$ cat config.mk
export PLATFORM = sky130hd
export DESIGN_NAME = cmcp_device_flat
export DESIGN_NICKNAME = d
export VERILOG_FILES = /design/src/design/cmcp_pkg.sv /design/src/design/cmcp_port_if.sv /design/src/design/cmcp_device.sv /design/src/design/cmcp_sync.sv /design/src/flat_wrapper.sv
export VERILOG_INCLUDE_DIRS = /design/src /design/src/design
export SDC_FILE = /design/constraint.sdc
export NUM_CORES = 1
export LEC_CHECK = 0
export BUFFER_PORTS_ARGS = -buffer_cell sky130_fd_sc_hd__buf_4
export CORE_MARGIN = 10
export CORE_UTILIZATION = 45
export DETAILED_ROUTE_END_ITERATION = 10
export MAX_ROUTING_LAYER = met4
export PLACE_DENSITY = 0.73
export REMOVE_ABC_BUFFERS = 1
export SETUP_SLACK_MARGIN = 0.5
export SYNTH_ARGS = -nofsm -noshare
export SYNTH_HDL_FRONTEND = slang
export SYNTH_SLANG_ARGS = --single-unit
$ cat constraint.sdc
create_clock -name clock -period 2.9 [get_ports clock]
set_clock_uncertainty 0.1 [all_clocks]
set_input_delay 0 -clock clock [delete_from_list [all_inputs] [get_ports clock]]
set_output_delay 0 -clock clock [all_outputs]
set_load 0.01 [all_outputs]
$ cat src/design/cmcp_defines.svh
`ifndef CMCP_DEFINES_SVH
`define CMCP_DEFINES_SVH

// register indices on the three-bit port
`define CMCP_ADDR_W          3
`define CMCP_DATA_W          8
`define CMCP_REG_INPUT_PRESCALE_VALUE        3'h0
`define CMCP_REG_FEEDBACK_PRESCALE_VALUE        3'h1
`define CMCP_REG_FAST_OUTPUT_PRESCALE_VALUE        3'h2
`define CMCP_REG_DUTY        3'h3
`define CMCP_REG_OSC_RANGE   3'h4
`define CMCP_REG_MODE        3'h5
`define CMCP_REG_OUTSEL      3'h6
`define CMCP_REG_CONTROL     3'h7

// control register fields
`define CMCP_CTL_ENABLE      0
`define CMCP_CTL_DLL_RST     1
`define CMCP_CTL_PLL_RST     2
`define CMCP_CTL_CFG_RUN     6
`define CMCP_CTL_GSR_BYPASS  7

// oscillator range code layout
`define CMCP_OSC_MODE_HI     7
`define CMCP_OSC_MODE_LO     6
`define CMCP_OSC_FINE_HI     2
`define CMCP_OSC_COARSE_LO   3
`define CMCP_OSC_COARSE_OFS  5'h10
`define CMCP_OSC_UPPER_OFS   5'h08

// sequencing times in microseconds, rate in MHz
`define CMCP_CLK_MHZ         250
`define CMCP_WAKE_US         10
`define CMCP_SHUT_US         10
`define CMCP_ACQ_US          100

`endif

$ cat src/design/cmcp_pkg.sv
package cmcp_pkg;
  typedef enum logic [4:0] {
    CMCP_OFF   = 5'b00001,
    CMCP_WAKE  = 5'b00010,
    CMCP_ACQ   = 5'b00100,
    CMCP_LOCK  = 5'b01000,
    CMCP_SHUT  = 5'b10000
  } cmcp_state_type;
endpackage

$ cat src/design/cmcp_port_if.sv
`timescale 1ns/1ps
interface cmcp_port_if;
  logic [2:0] address;
  logic       readStrobe;
  logic       writeStrobe;
  logic [7:0] writeData;
  logic [7:0] readDataOut;
  logic       readDataOe_n;
  logic       lock;

  modport device (
    input  address, readStrobe, writeStrobe, writeData,
    output readDataOut, readDataOe_n, lock
  );
  modport fabric (
    output address, readStrobe, writeStrobe, writeData,
    input  readDataOut, readDataOe_n, lock
  );
endinterface

$ cat src/design/cmcp_device.sv
`timescale 1ns/1ps
`include "cmcp_defines.svh"

// Function
// - fabric sets address, then raises read strobe
// - address change during read returns new register
// - read data released while strobe low
// - fabric drives data and address, then writes
// - write captured on rising write strobe
// - read and write never together
// - lock high when clock within spec
// - lock may dip one or two cycles
// - lock may toggle during acquisition
// - fabric should integrate lock before trusting
// - control bit 0 enables, clear powers off
// - control bits 1 and 2 reset dll and pll
// - function resets leave all registers intact
// - control bit 7 masks chip-wide reset
// - bit 6 set: run during configuration
// - bit 6 clear: off until configuration done
// - initial settings loadable from bit stream
// - enable: wake, acquire, then steady state
// - disable: shutdown interval follows
// - oscillator range code decodes to step
// - three fastest range codes not recommended
// - pick range nearest desired frequency
module cmcp_device
  import cmcp_pkg::*;
#(
  parameter int                      WAKE_CYCLES = `CMCP_WAKE_US * `CMCP_CLK_MHZ,
  parameter int                      SHUT_CYCLES = `CMCP_SHUT_US * `CMCP_CLK_MHZ,
  parameter int                      ACQ_CYCLES  = `CMCP_ACQ_US * `CMCP_CLK_MHZ,
  parameter logic [`CMCP_DATA_W-1:0] INIT_INPUT_PRESCALE_VALUE   = 8'h00,
  parameter logic [`CMCP_DATA_W-1:0] INIT_FEEDBACK_PRESCALE_VALUE   = 8'h00,
  parameter logic [`CMCP_DATA_W-1:0] INIT_FAST_OUTPUT_PRESCALE_VALUE   = 8'h00,
  parameter logic [`CMCP_DATA_W-1:0] INIT_DUTY   = 8'h00,
  parameter logic [`CMCP_DATA_W-1:0] INIT_OSC    = 8'hff,
  parameter logic [`CMCP_DATA_W-1:0] INIT_MODE   = 8'h00,
  parameter logic [`CMCP_DATA_W-1:0] INIT_OUTSEL = 8'h00,
  parameter logic [`CMCP_DATA_W-1:0] INIT_CTRL   = 8'h00
) (
  // clock and resets
  input  wire logic         clock,
  input  wire logic         reset,
  input  wire logic         chipWideReset_n,
  input  wire logic         configDone,
  // register port toward the fabric
  cmcp_port_if.device       port,
  // analog core view
  input  wire logic         clockInSpec,
  output logic              analogPowerOn,
  output logic              dllReset,
  output logic              pllReset,
  output logic [4:0]        oscStep,
  output logic              managerRunning
);
  // ****************
  // parameter check
  // ****************
  if (WAKE_CYCLES < 1 || SHUT_CYCLES < 1 || ACQ_CYCLES < 1) begin : gBadCounts
    $error("cmcp_device: interval counts must be at least one");
  end

  localparam int CW = $clog2(ACQ_CYCLES + WAKE_CYCLES + SHUT_CYCLES + 1);

  // ****************
  // pin synchronisers
  // ****************
  logic [15:0] pins;
  logic [15:0] pinsSync;
  logic [7:0] dataS;
  logic [2:0] addrS;
  logic       readS;
  logic       writeS;
  logic       gsrnS;
  logic       doneS;
  logic       inSpecS;

  cmcp_sync #(.WIDTH(16)) uSync (
    .clock  (clock),
    .reset  (reset),
    .async  (pins),
    .synced (pinsSync)
  );
  assign pins = {clockInSpec, configDone, chipWideReset_n, port.writeStrobe,
                 port.readStrobe, port.address, port.writeData};
  assign {inSpecS, doneS, gsrnS, writeS, readS, addrS, dataS} = pinsSync;

  // ****************
  // register file
  // ****************
  // write data rides the same synchroniser; it settles before the synced
  // strobe edge, so no bit is caught mid-change
  logic [7:0] regs_q [8];
  logic [7:0] regs_d [8];
  logic       writeOld_q;
  logic [7:0] readData_q;
  logic [7:0] readData_d;
  logic       readOe_q;

  always_comb begin
    regs_d = regs_q;
    if (writeS && !writeOld_q && !readS)
      regs_d[addrS] = dataS;
    // function resets touch no register contents
    readData_d = regs_q[addrS];
  end

  always_ff @(posedge clock) begin
    if (reset) begin
      // power-on image from the bit stream
      regs_q[`CMCP_REG_INPUT_PRESCALE_VALUE]      <= INIT_INPUT_PRESCALE_VALUE;
      regs_q[`CMCP_REG_FEEDBACK_PRESCALE_VALUE]      <= INIT_FEEDBACK_PRESCALE_VALUE;
      regs_q[`CMCP_REG_FAST_OUTPUT_PRESCALE_VALUE]      <= INIT_FAST_OUTPUT_PRESCALE_VALUE;
      regs_q[`CMCP_REG_DUTY]      <= INIT_DUTY;
      regs_q[`CMCP_REG_OSC_RANGE] <= INIT_OSC;
      regs_q[`CMCP_REG_MODE]      <= INIT_MODE;
      regs_q[`CMCP_REG_OUTSEL]    <= INIT_OUTSEL;
      regs_q[`CMCP_REG_CONTROL]   <= INIT_CTRL;
      writeOld_q <= 1'b0;
      readData_q <= 8'h00;
      readOe_q   <= 1'b0;
    end else begin
      regs_q     <= regs_d;
      writeOld_q <= writeS;
      readData_q <= readData_d;
      readOe_q   <= readS;
    end
  end

  assign port.readDataOut  = readData_q;
  assign port.readDataOe_n = !readOe_q;

  // ****************
  // oscillator range decode
  // ****************
  logic [7:0] osc;
  assign osc = regs_q[`CMCP_REG_OSC_RANGE];
  always_comb begin
    if (!osc[`CMCP_OSC_MODE_HI])
      oscStep = {1'b0, osc[`CMCP_OSC_MODE_LO], osc[`CMCP_OSC_FINE_HI:0]};
    else
      oscStep = osc[`CMCP_OSC_MODE_HI:`CMCP_OSC_COARSE_LO];
  end

  // ****************
  // power sequencer
  // ****************
  logic [7:0] ctrl;
  logic       held;
  logic       wantOn;
  assign ctrl   = regs_q[`CMCP_REG_CONTROL];
  // chip-wide reset only reaches the manager when not bypassed
  assign held   = !gsrnS && !ctrl[`CMCP_CTL_GSR_BYPASS];
  assign wantOn = ctrl[`CMCP_CTL_ENABLE] && !held
                  && (doneS || ctrl[`CMCP_CTL_CFG_RUN]);

  cmcp_state_type state_q;
  cmcp_state_type state_d;
  logic [CW-1:0]  count_q;
  logic [CW-1:0]  count_d;
  logic           lock_q;
  logic           lock_d;

  always_comb begin
    state_d = state_q;
    count_d = count_q + 1'b1;
    lock_d  = 1'b0;
    case (state_q)
      CMCP_OFF: begin
        count_d = '0;
        if (wantOn)
          state_d = CMCP_WAKE;
      end
      CMCP_WAKE: begin
        if (!wantOn) begin
          state_d = CMCP_SHUT;
          count_d = '0;
        end else if (count_q >= CW'(WAKE_CYCLES - 1)) begin
          state_d = CMCP_ACQ;
          count_d = '0;
        end
      end
      CMCP_ACQ: begin
        lock_d = inSpecS;
        if (!wantOn) begin
          state_d = CMCP_SHUT;
          count_d = '0;
        end else if (count_q >= CW'(ACQ_CYCLES - 1)) begin
          state_d = CMCP_LOCK;
          count_d = '0;
        end
      end
      CMCP_LOCK: begin
        count_d = '0;
        // short dips follow the core's own corrections
        lock_d  = inSpecS;
        if (!wantOn)
          state_d = CMCP_SHUT;
      end
      CMCP_SHUT: begin
        if (count_q >= CW'(SHUT_CYCLES - 1)) begin
          state_d = CMCP_OFF;
          count_d = '0;
        end
      end
      default: begin
        state_d = CMCP_OFF;
        count_d = '0;
      end
    endcase
  end

  always_ff @(posedge clock) begin
    if (reset) begin
      state_q <= CMCP_OFF;
      count_q <= '0;
      lock_q  <= 1'b0;
    end else begin
      state_q <= state_d;
      count_q <= count_d;
      lock_q  <= lock_d;
    end
  end

  assign port.lock      = lock_q;
  assign analogPowerOn  = (state_q != CMCP_OFF);
  assign managerRunning = (state_q == CMCP_ACQ) || (state_q == CMCP_LOCK);
  // dll and pll logic reset by their bits, by unbypassed chip-wide reset, or while the manager is not running (off, wake, shutdown)
  assign dllReset = ctrl[`CMCP_CTL_DLL_RST] || held || !managerRunning;
  assign pllReset = ctrl[`CMCP_CTL_PLL_RST] || held || !managerRunning;
endmodule

$ cat src/design/cmcp_sync.sv
`timescale 1ns/1ps
module cmcp_sync #(
  parameter int WIDTH = 1
) (
  input  wire logic             clock,
  input  wire logic             reset,
  input  wire logic [WIDTH-1:0] async,
  output logic      [WIDTH-1:0] synced
);
  logic [WIDTH-1:0] meta_q;
  logic [WIDTH-1:0] meta_d;
  logic [WIDTH-1:0] synced_d;

  always_comb begin
    meta_d   = async;
    synced_d = meta_q;
  end

  always_ff @(posedge clock) begin
    if (reset) begin
      meta_q <= '0;
      synced <= '0;
    end else begin
      meta_q <= meta_d;
      synced <= synced_d;
    end
  end
endmodule

$ cat src/flat_wrapper.sv
// flat-port wrapper written by rule: the top's interface ports become plain ports
module cmcp_device_flat import cmcp_pkg::*;
#(
  parameter int                      WAKE_CYCLES = `CMCP_WAKE_US * `CMCP_CLK_MHZ,
  parameter int                      SHUT_CYCLES = `CMCP_SHUT_US * `CMCP_CLK_MHZ,
  parameter int                      ACQ_CYCLES  = `CMCP_ACQ_US * `CMCP_CLK_MHZ,
  parameter logic [`CMCP_DATA_W-1:0] INIT_INPUT_PRESCALE_VALUE   = 8'h00,
  parameter logic [`CMCP_DATA_W-1:0] INIT_FEEDBACK_PRESCALE_VALUE   = 8'h00,
  parameter logic [`CMCP_DATA_W-1:0] INIT_FAST_OUTPUT_PRESCALE_VALUE   = 8'h00,
  parameter logic [`CMCP_DATA_W-1:0] INIT_DUTY   = 8'h00,
  parameter logic [`CMCP_DATA_W-1:0] INIT_OSC    = 8'hff,
  parameter logic [`CMCP_DATA_W-1:0] INIT_MODE   = 8'h00,
  parameter logic [`CMCP_DATA_W-1:0] INIT_OUTSEL = 8'h00,
  parameter logic [`CMCP_DATA_W-1:0] INIT_CTRL   = 8'h00
)
  (clock, reset, chipWideReset_n, configDone, clockInSpec, analogPowerOn, dllReset, pllReset, oscStep, managerRunning, port_address, port_readStrobe, port_writeStrobe, port_writeData, port_readDataOut, port_readDataOe_n, port_lock);
  cmcp_port_if port_i ();
  input  wire logic clock;
  input  wire logic reset;
  input  wire logic chipWideReset_n;
  input  wire logic configDone;
  input  wire logic clockInSpec;
  output logic analogPowerOn;
  output logic dllReset;
  output logic pllReset;
  output logic [4:0] oscStep;
  output logic managerRunning;
  input wire logic [$bits(port_i.address)-1:0] port_address;
  input wire logic [$bits(port_i.readStrobe)-1:0] port_readStrobe;
  input wire logic [$bits(port_i.writeStrobe)-1:0] port_writeStrobe;
  input wire logic [$bits(port_i.writeData)-1:0] port_writeData;
  output wire logic [$bits(port_i.readDataOut)-1:0] port_readDataOut;
  output wire logic [$bits(port_i.readDataOe_n)-1:0] port_readDataOe_n;
  output wire logic [$bits(port_i.lock)-1:0] port_lock;
  assign port_i.address = port_address;
  assign port_i.readStrobe = port_readStrobe;
  assign port_i.writeStrobe = port_writeStrobe;
  assign port_i.writeData = port_writeData;
  assign port_readDataOut = port_i.readDataOut;
  assign port_readDataOe_n = port_i.readDataOe_n;
  assign port_lock = port_i.lock;
  cmcp_device #(.WAKE_CYCLES(WAKE_CYCLES), .SHUT_CYCLES(SHUT_CYCLES), .ACQ_CYCLES(ACQ_CYCLES), .INIT_INPUT_PRESCALE_VALUE(INIT_INPUT_PRESCALE_VALUE), .INIT_FEEDBACK_PRESCALE_VALUE(INIT_FEEDBACK_PRESCALE_VALUE), .INIT_FAST_OUTPUT_PRESCALE_VALUE(INIT_FAST_OUTPUT_PRESCALE_VALUE), .INIT_DUTY(INIT_DUTY), .INIT_OSC(INIT_OSC), .INIT_MODE(INIT_MODE), .INIT_OUTSEL(INIT_OUTSEL), .INIT_CTRL(INIT_CTRL)) u_core (.clock(clock), .reset(reset), .chipWideReset_n(chipWideReset_n), .configDone(configDone), .port(port_i), .clockInSpec(clockInSpec), .analogPowerOn(analogPowerOn), .dllReset(dllReset), .pllReset(pllReset), .oscStep(oscStep), .managerRunning(managerRunning));
endmodule
==> results.md <==
Floorplanning:
- The floorplan step defined a core boundary enclosing 0.01137 mm^2.
- The floorplan has 39 rows.
- The die extent in x is 127.5 um.
- The height of the die is 127.5 um.
- The number of placed I/O pins is 37.
- The starting utilization of the core area is 45.71%.
- The die covers 0.01625 mm^2.

Routing:
- The number of design rule violations left after detail routing is 0.
- The per-cell routed wire length is 15.40 um.
- The detailed router finished its first iteration with 368 violations.
- In the routed layout, each cell is associated on average with a via count of 5.377.
- The first TritonRoute pass finished after 5 iterations.
- Summed over all layers, the routed wires come to 11170 um.
- The routed layout has 3898 vias.
- The number of nets still failing antenna checks after routing is 0.

Synthesis:
- The total of warnings raised by yosys is 0.
- The sequential area share after synthesis is 48.92%.
- The most repeated cell in the gate-level netlist after synthesis is sky130_fd_sc_hd__dfxtp_1.
- The synthesized area per cell is 9.825 um^2.
- The number of enable flip-flop cells after synthesis is 0.
- Counting every instance in the synthesized netlist gives 529.
- In this run, synthesis produced a sequential element count of 127.
- Sorting the synthesized cells by how often they occur yields sky130_fd_sc_hd__dfxtp_1 (127), sky130_fd_sc_hd__mux2i_1 (70), sky130_fd_sc_hd__nor2_1 (56).
- The unique cell type count in the Yosys netlist is 50.
- Counting flops with an async set or reset pin after synthesis yields a share of 0%.
- The library cell occupying the most area in the post-synthesis netlist is sky130_fd_sc_hd__dfxtp_1.
- For this run, the leading register cell type out of synthesis is sky130_fd_sc_hd__dfxtp_1.
- The fraction of post-synthesis cell area in the top cell type by area is 48.92%.
- By area the synthesized netlist is led by sky130_fd_sc_hd__dfxtp_1 (49%), sky130_fd_sc_hd__mux2i_1 (13%), sky130_fd_sc_hd__nor2b_1 (4.8%).
- The mapped cell area is 0.005197 mm^2.

Setup path:
- The buffering stage count on the worst path with inverters included is 1.
- The worst reg2reg path startpoint is u_core.count_q[0].
- The largest single stage delay on the critical path is 0.50 ns.
- The critical path is of the register to register type.
- In this run the number of cells on the critical path is 7.
- The category of cells accounting for the largest share of critical-path delay is simple AND/OR/NAND/NOR gates.
- The slowest stage of the critical path is the sky130_fd_sc_hd__or4_1 cell.
- Traced cell by cell, the critical path runs through ha_2 -> or4_1 -> o311ai_2 -> nand4bb_1 -> and2_4 -> buf_4 -> nor3_1.
- The worst setup path is launched from a register.
- STA classifies the critical path endpoint as a register.
- Of all nets on the critical path, the largest fanout is 10.
- The endpoint identified for the worst register-to-register timing path is u_core.count_q[7].
- The path depth of the worst reg2reg path is 7.
- The arrival time at the worst endpoint is 2.47 ns.
- The worst reg-to-reg setup slack is 0.66 ns.
- At the worst endpoint, the required time is 3.13 ns.

Timing:
- Setup repair after global routing left no endpoint under its margin.
- In this run the tightest slew margin relative to its limit is 55.66%.
- The final critical-path setup slack is 0.6585 ns.
- Adding up every negative setup slack in the final design gives 0 ns.
- The number of hold-slack violations in the final timing report is 0.
- The transition time at the pin with the least slew margin is 0.6635 ns.
- The count of endpoints failing setup in the final report is 0.
- Based on the critical path, the design can be clocked at up to 446.1 MHz.
- The post-route fraction of the period consumed by the critical path is 77.29%.
- The final count of pins violating max slew came to 0.
- The minimum clock period is 2.241 ns.

Run status:
- The run finished with clean final reports.

Final layout:
- The count of nets after finishing is 589.
- Compared with the post-synthesis result, the final layout area differs by 21.33%.
- The repair_antennas step left the layout with diodes totalling 0.
- Cells with a size suffix above 1 make up 18.04% of the layout.
- The fill cell instance count of the final layout is 942.
- The final standard cell utilization of the core is 55.46%.
- The finished layout cell area is 0.006306 mm^2.

Clock tree:
- Counting every sink on the clock net gives 127.
- The root buffer cell chosen for the clock tree is sky130_fd_sc_hd__clkbuf_16.
- The later pin in the worst-skew pair is clocked with a latency of 0.42 ns.
- The H-tree depth is 4.
- The clock edge transition at the registers on the reported setup and hold paths is 0.05 ns.
- The CTS buffer count is 17.
- In this run the deepest clock path goes through 2 buffers.
- TritonCTS built the clock tree.

Placement:
- The total half-perimeter wirelength after legalization and detailed placement is 7220 um.
- The count of input and output buffers is 36.
- The routability-driven placement congestion ratio is 0.8471.
- The placed instance area is 0.005557 mm^2.
- The worst setup slack after placement is 0.4702 ns.

Global routing:
- Entering global routing, the biggest net connects 114 pins.
- Global routing used 14.63% of the available tracks.
- The fraction of met1 tracks used by global routing is 17.65%.
- Global routing consumed, on the met2 layer, 22.03% of the routing resources.
- The first-pass GRT wire length is 18740 um.
- The most utilized layer in the global route result is met2.
- The via count of the first global-routing pass is 3746.
- The leftover overflow at the end of global routing is 0.
- In the global route stage, met3 resource usage came out at 4.425%.
- The number of antenna violations at the first check in global routing is 0.

Min path:
- The worst hold path depth is 3.
- The worst hold path startpoint is port_writeData[6].
- The min-delay analysis places its worst path in the category input pin to register.
- For hold timing, the worst endpoint is u_core.uSync.meta_q[6].

Pwr:
- The power per unit of standard cell area is 637.3 mW/mm^2.
- Summed over all cells, the static leakage comes to 0.002548 uW.
- The worst-case vdd ir drop is 393.0 uV.

Job:
- The total of max-cap violations is 0.
## registers in the layout, indices dropped and copies added (netlist names)
register	flops
u_core.regs_q	48
u_core.osc	8
u_core.uSync.meta_q	16
u_core.ctrl	8
u_core.count_q	15
u_core.state_q	5
u_core.writeOld_q	1
u_core.readOe_q	1
u_core.port.readDataOut	8
u_core.port.lock	1
u_core.uSync.synced	16
## report_power, final
part / internal (uW) / switching [uW]
sequential: 1780 / 28.2
combinational: 87.4 / 85.5
clock: 1320 / 722
## placed cells by master, fill, tap and decap left out, types with 3 or more instances in the layout
cell type,instances
sky130_fd_sc_hd__nand2_1,41
sky130_fd_sc_hd__clkbuf_1,4
sky130_fd_sc_hd__mux4_2,6
sky130_fd_sc_hd__nor2_1,56
sky130_fd_sc_hd__clkbuf_8,3
sky130_fd_sc_hd__clkbuf_16,17
sky130_fd_sc_hd__and3_1,9
sky130_fd_sc_hd__mux2i_1,70
sky130_fd_sc_hd__dlygate4sd3_1,17
sky130_fd_sc_hd__nor3_2,9
sky130_fd_sc_hd__nor3_1,8
sky130_fd_sc_hd__nand3_1,25
sky130_fd_sc_hd__xor2_1,9
sky130_fd_sc_hd__mux2_2,3
sky130_fd_sc_hd__or4_1,4
sky130_fd_sc_hd__nor2b_1,40
sky130_fd_sc_hd__buf_4,47
sky130_fd_sc_hd__inv_1,4
sky130_fd_sc_hd__a221oi_1,4
sky130_fd_sc_hd__o211ai_1,4
sky130_fd_sc_hd__xnor2_1,5
sky130_fd_sc_hd__dfxtp_1,127
sky130_fd_sc_hd__clkinv_2,5
sky130_fd_sc_hd__o21ai_0,11
sky130_fd_sc_hd__a21oi_1,19
## area by class of cell
| class | instances | area, um^2 | area share, % |
|---|---|---|---|
| Inverter | 4 | 15.01 | 0.2381 |
| Clock buffer | 24 | 481.7 | 7.639 |
| Timing Repair Buffer | 65 | 543.0 | 8.611 |
| Sequential cell | 127 | 2542 | 40.32 |
| Clock inverter | 7 | 85.08 | 1.349 |
| Tap cell | 143 | 178.9 | 2.837 |
| Multi-Input combinational cell | 355 | 2460 | 39.01 |
## worst max path at each step
stage                           startpoint                 to  slack [ns]
CTS                      u_core.count_q[0]  u_core.count_q[7]        0.50
global route             u_core.count_q[0]  u_core.count_q[7]        0.53
detailed placement       u_core.count_q[0]  u_core.count_q[7]        0.47
global placement         u_core.count_q[0]  u_core.count_q[7]        0.57
finish                   u_core.count_q[0]  u_core.count_q[7]        0.66
floorplan           u_core.uSync.synced[8]  u_core.regs_q[32]       -0.36
## layer usage
metal  vias up  share of wire [%]
met5         -                  0
met4         0                2.5
met3        32                6.2
met2       125                 47
met1      1843                 44
li1       1898                  -
## cells by family (layout without fill, tap and decap cells)
family | after synthesis | in the layout | synth area share (%)
simple gates | 214 | 214 | 22.03
flops | 127 | 127 | 48.92
mux | 79 | 79 | 16.73
compound gates | 47 | 47 | 5.609
buf+inv | 47 | 100 | 4.116
xor+xnor | 14 | 14 | 2.359
fa+ha+maj | 1 | 1 | 0.2407
## worst reg2reg max path: stages, from the launching register on
cell and delay, ns:
sky130_fd_sc_hd__dfxtp_1 0.34, sky130_fd_sc_hd__ha_2 0.23, sky130_fd_sc_hd__or4_1 0.50, sky130_fd_sc_hd__o311ai_2 0.23
sky130_fd_sc_hd__nand4bb_1 0.15, sky130_fd_sc_hd__and2_4 0.23, sky130_fd_sc_hd__buf_4 0.20, sky130_fd_sc_hd__nor3_1 0.19
## per-stage QoR
step | total power [uW] | instances | hold WS [ns]
final | 4019 | 725 | 0.2381
after floorplan | 1909 | 486 | -0.03093
after CTS | 4043 | 725 | 0.2255
after global placement | 1992 | 677 | 0.1087
after detailed placement | 1996 | 677 | 0.1142
after global routing | 4144 | 725 | 0.2489
## timing repair
item / 4_1_cts / 5_1_grt
setup buffers: 0 / 0
gates resized for setup: 1 / 3
endpoints found under the setup margin: 6 / 15
hold buffers: 17 / 0
endpoints found under the hold margin: 22 / 0
No activity file was read; power rests on OpenSTA's default activity.
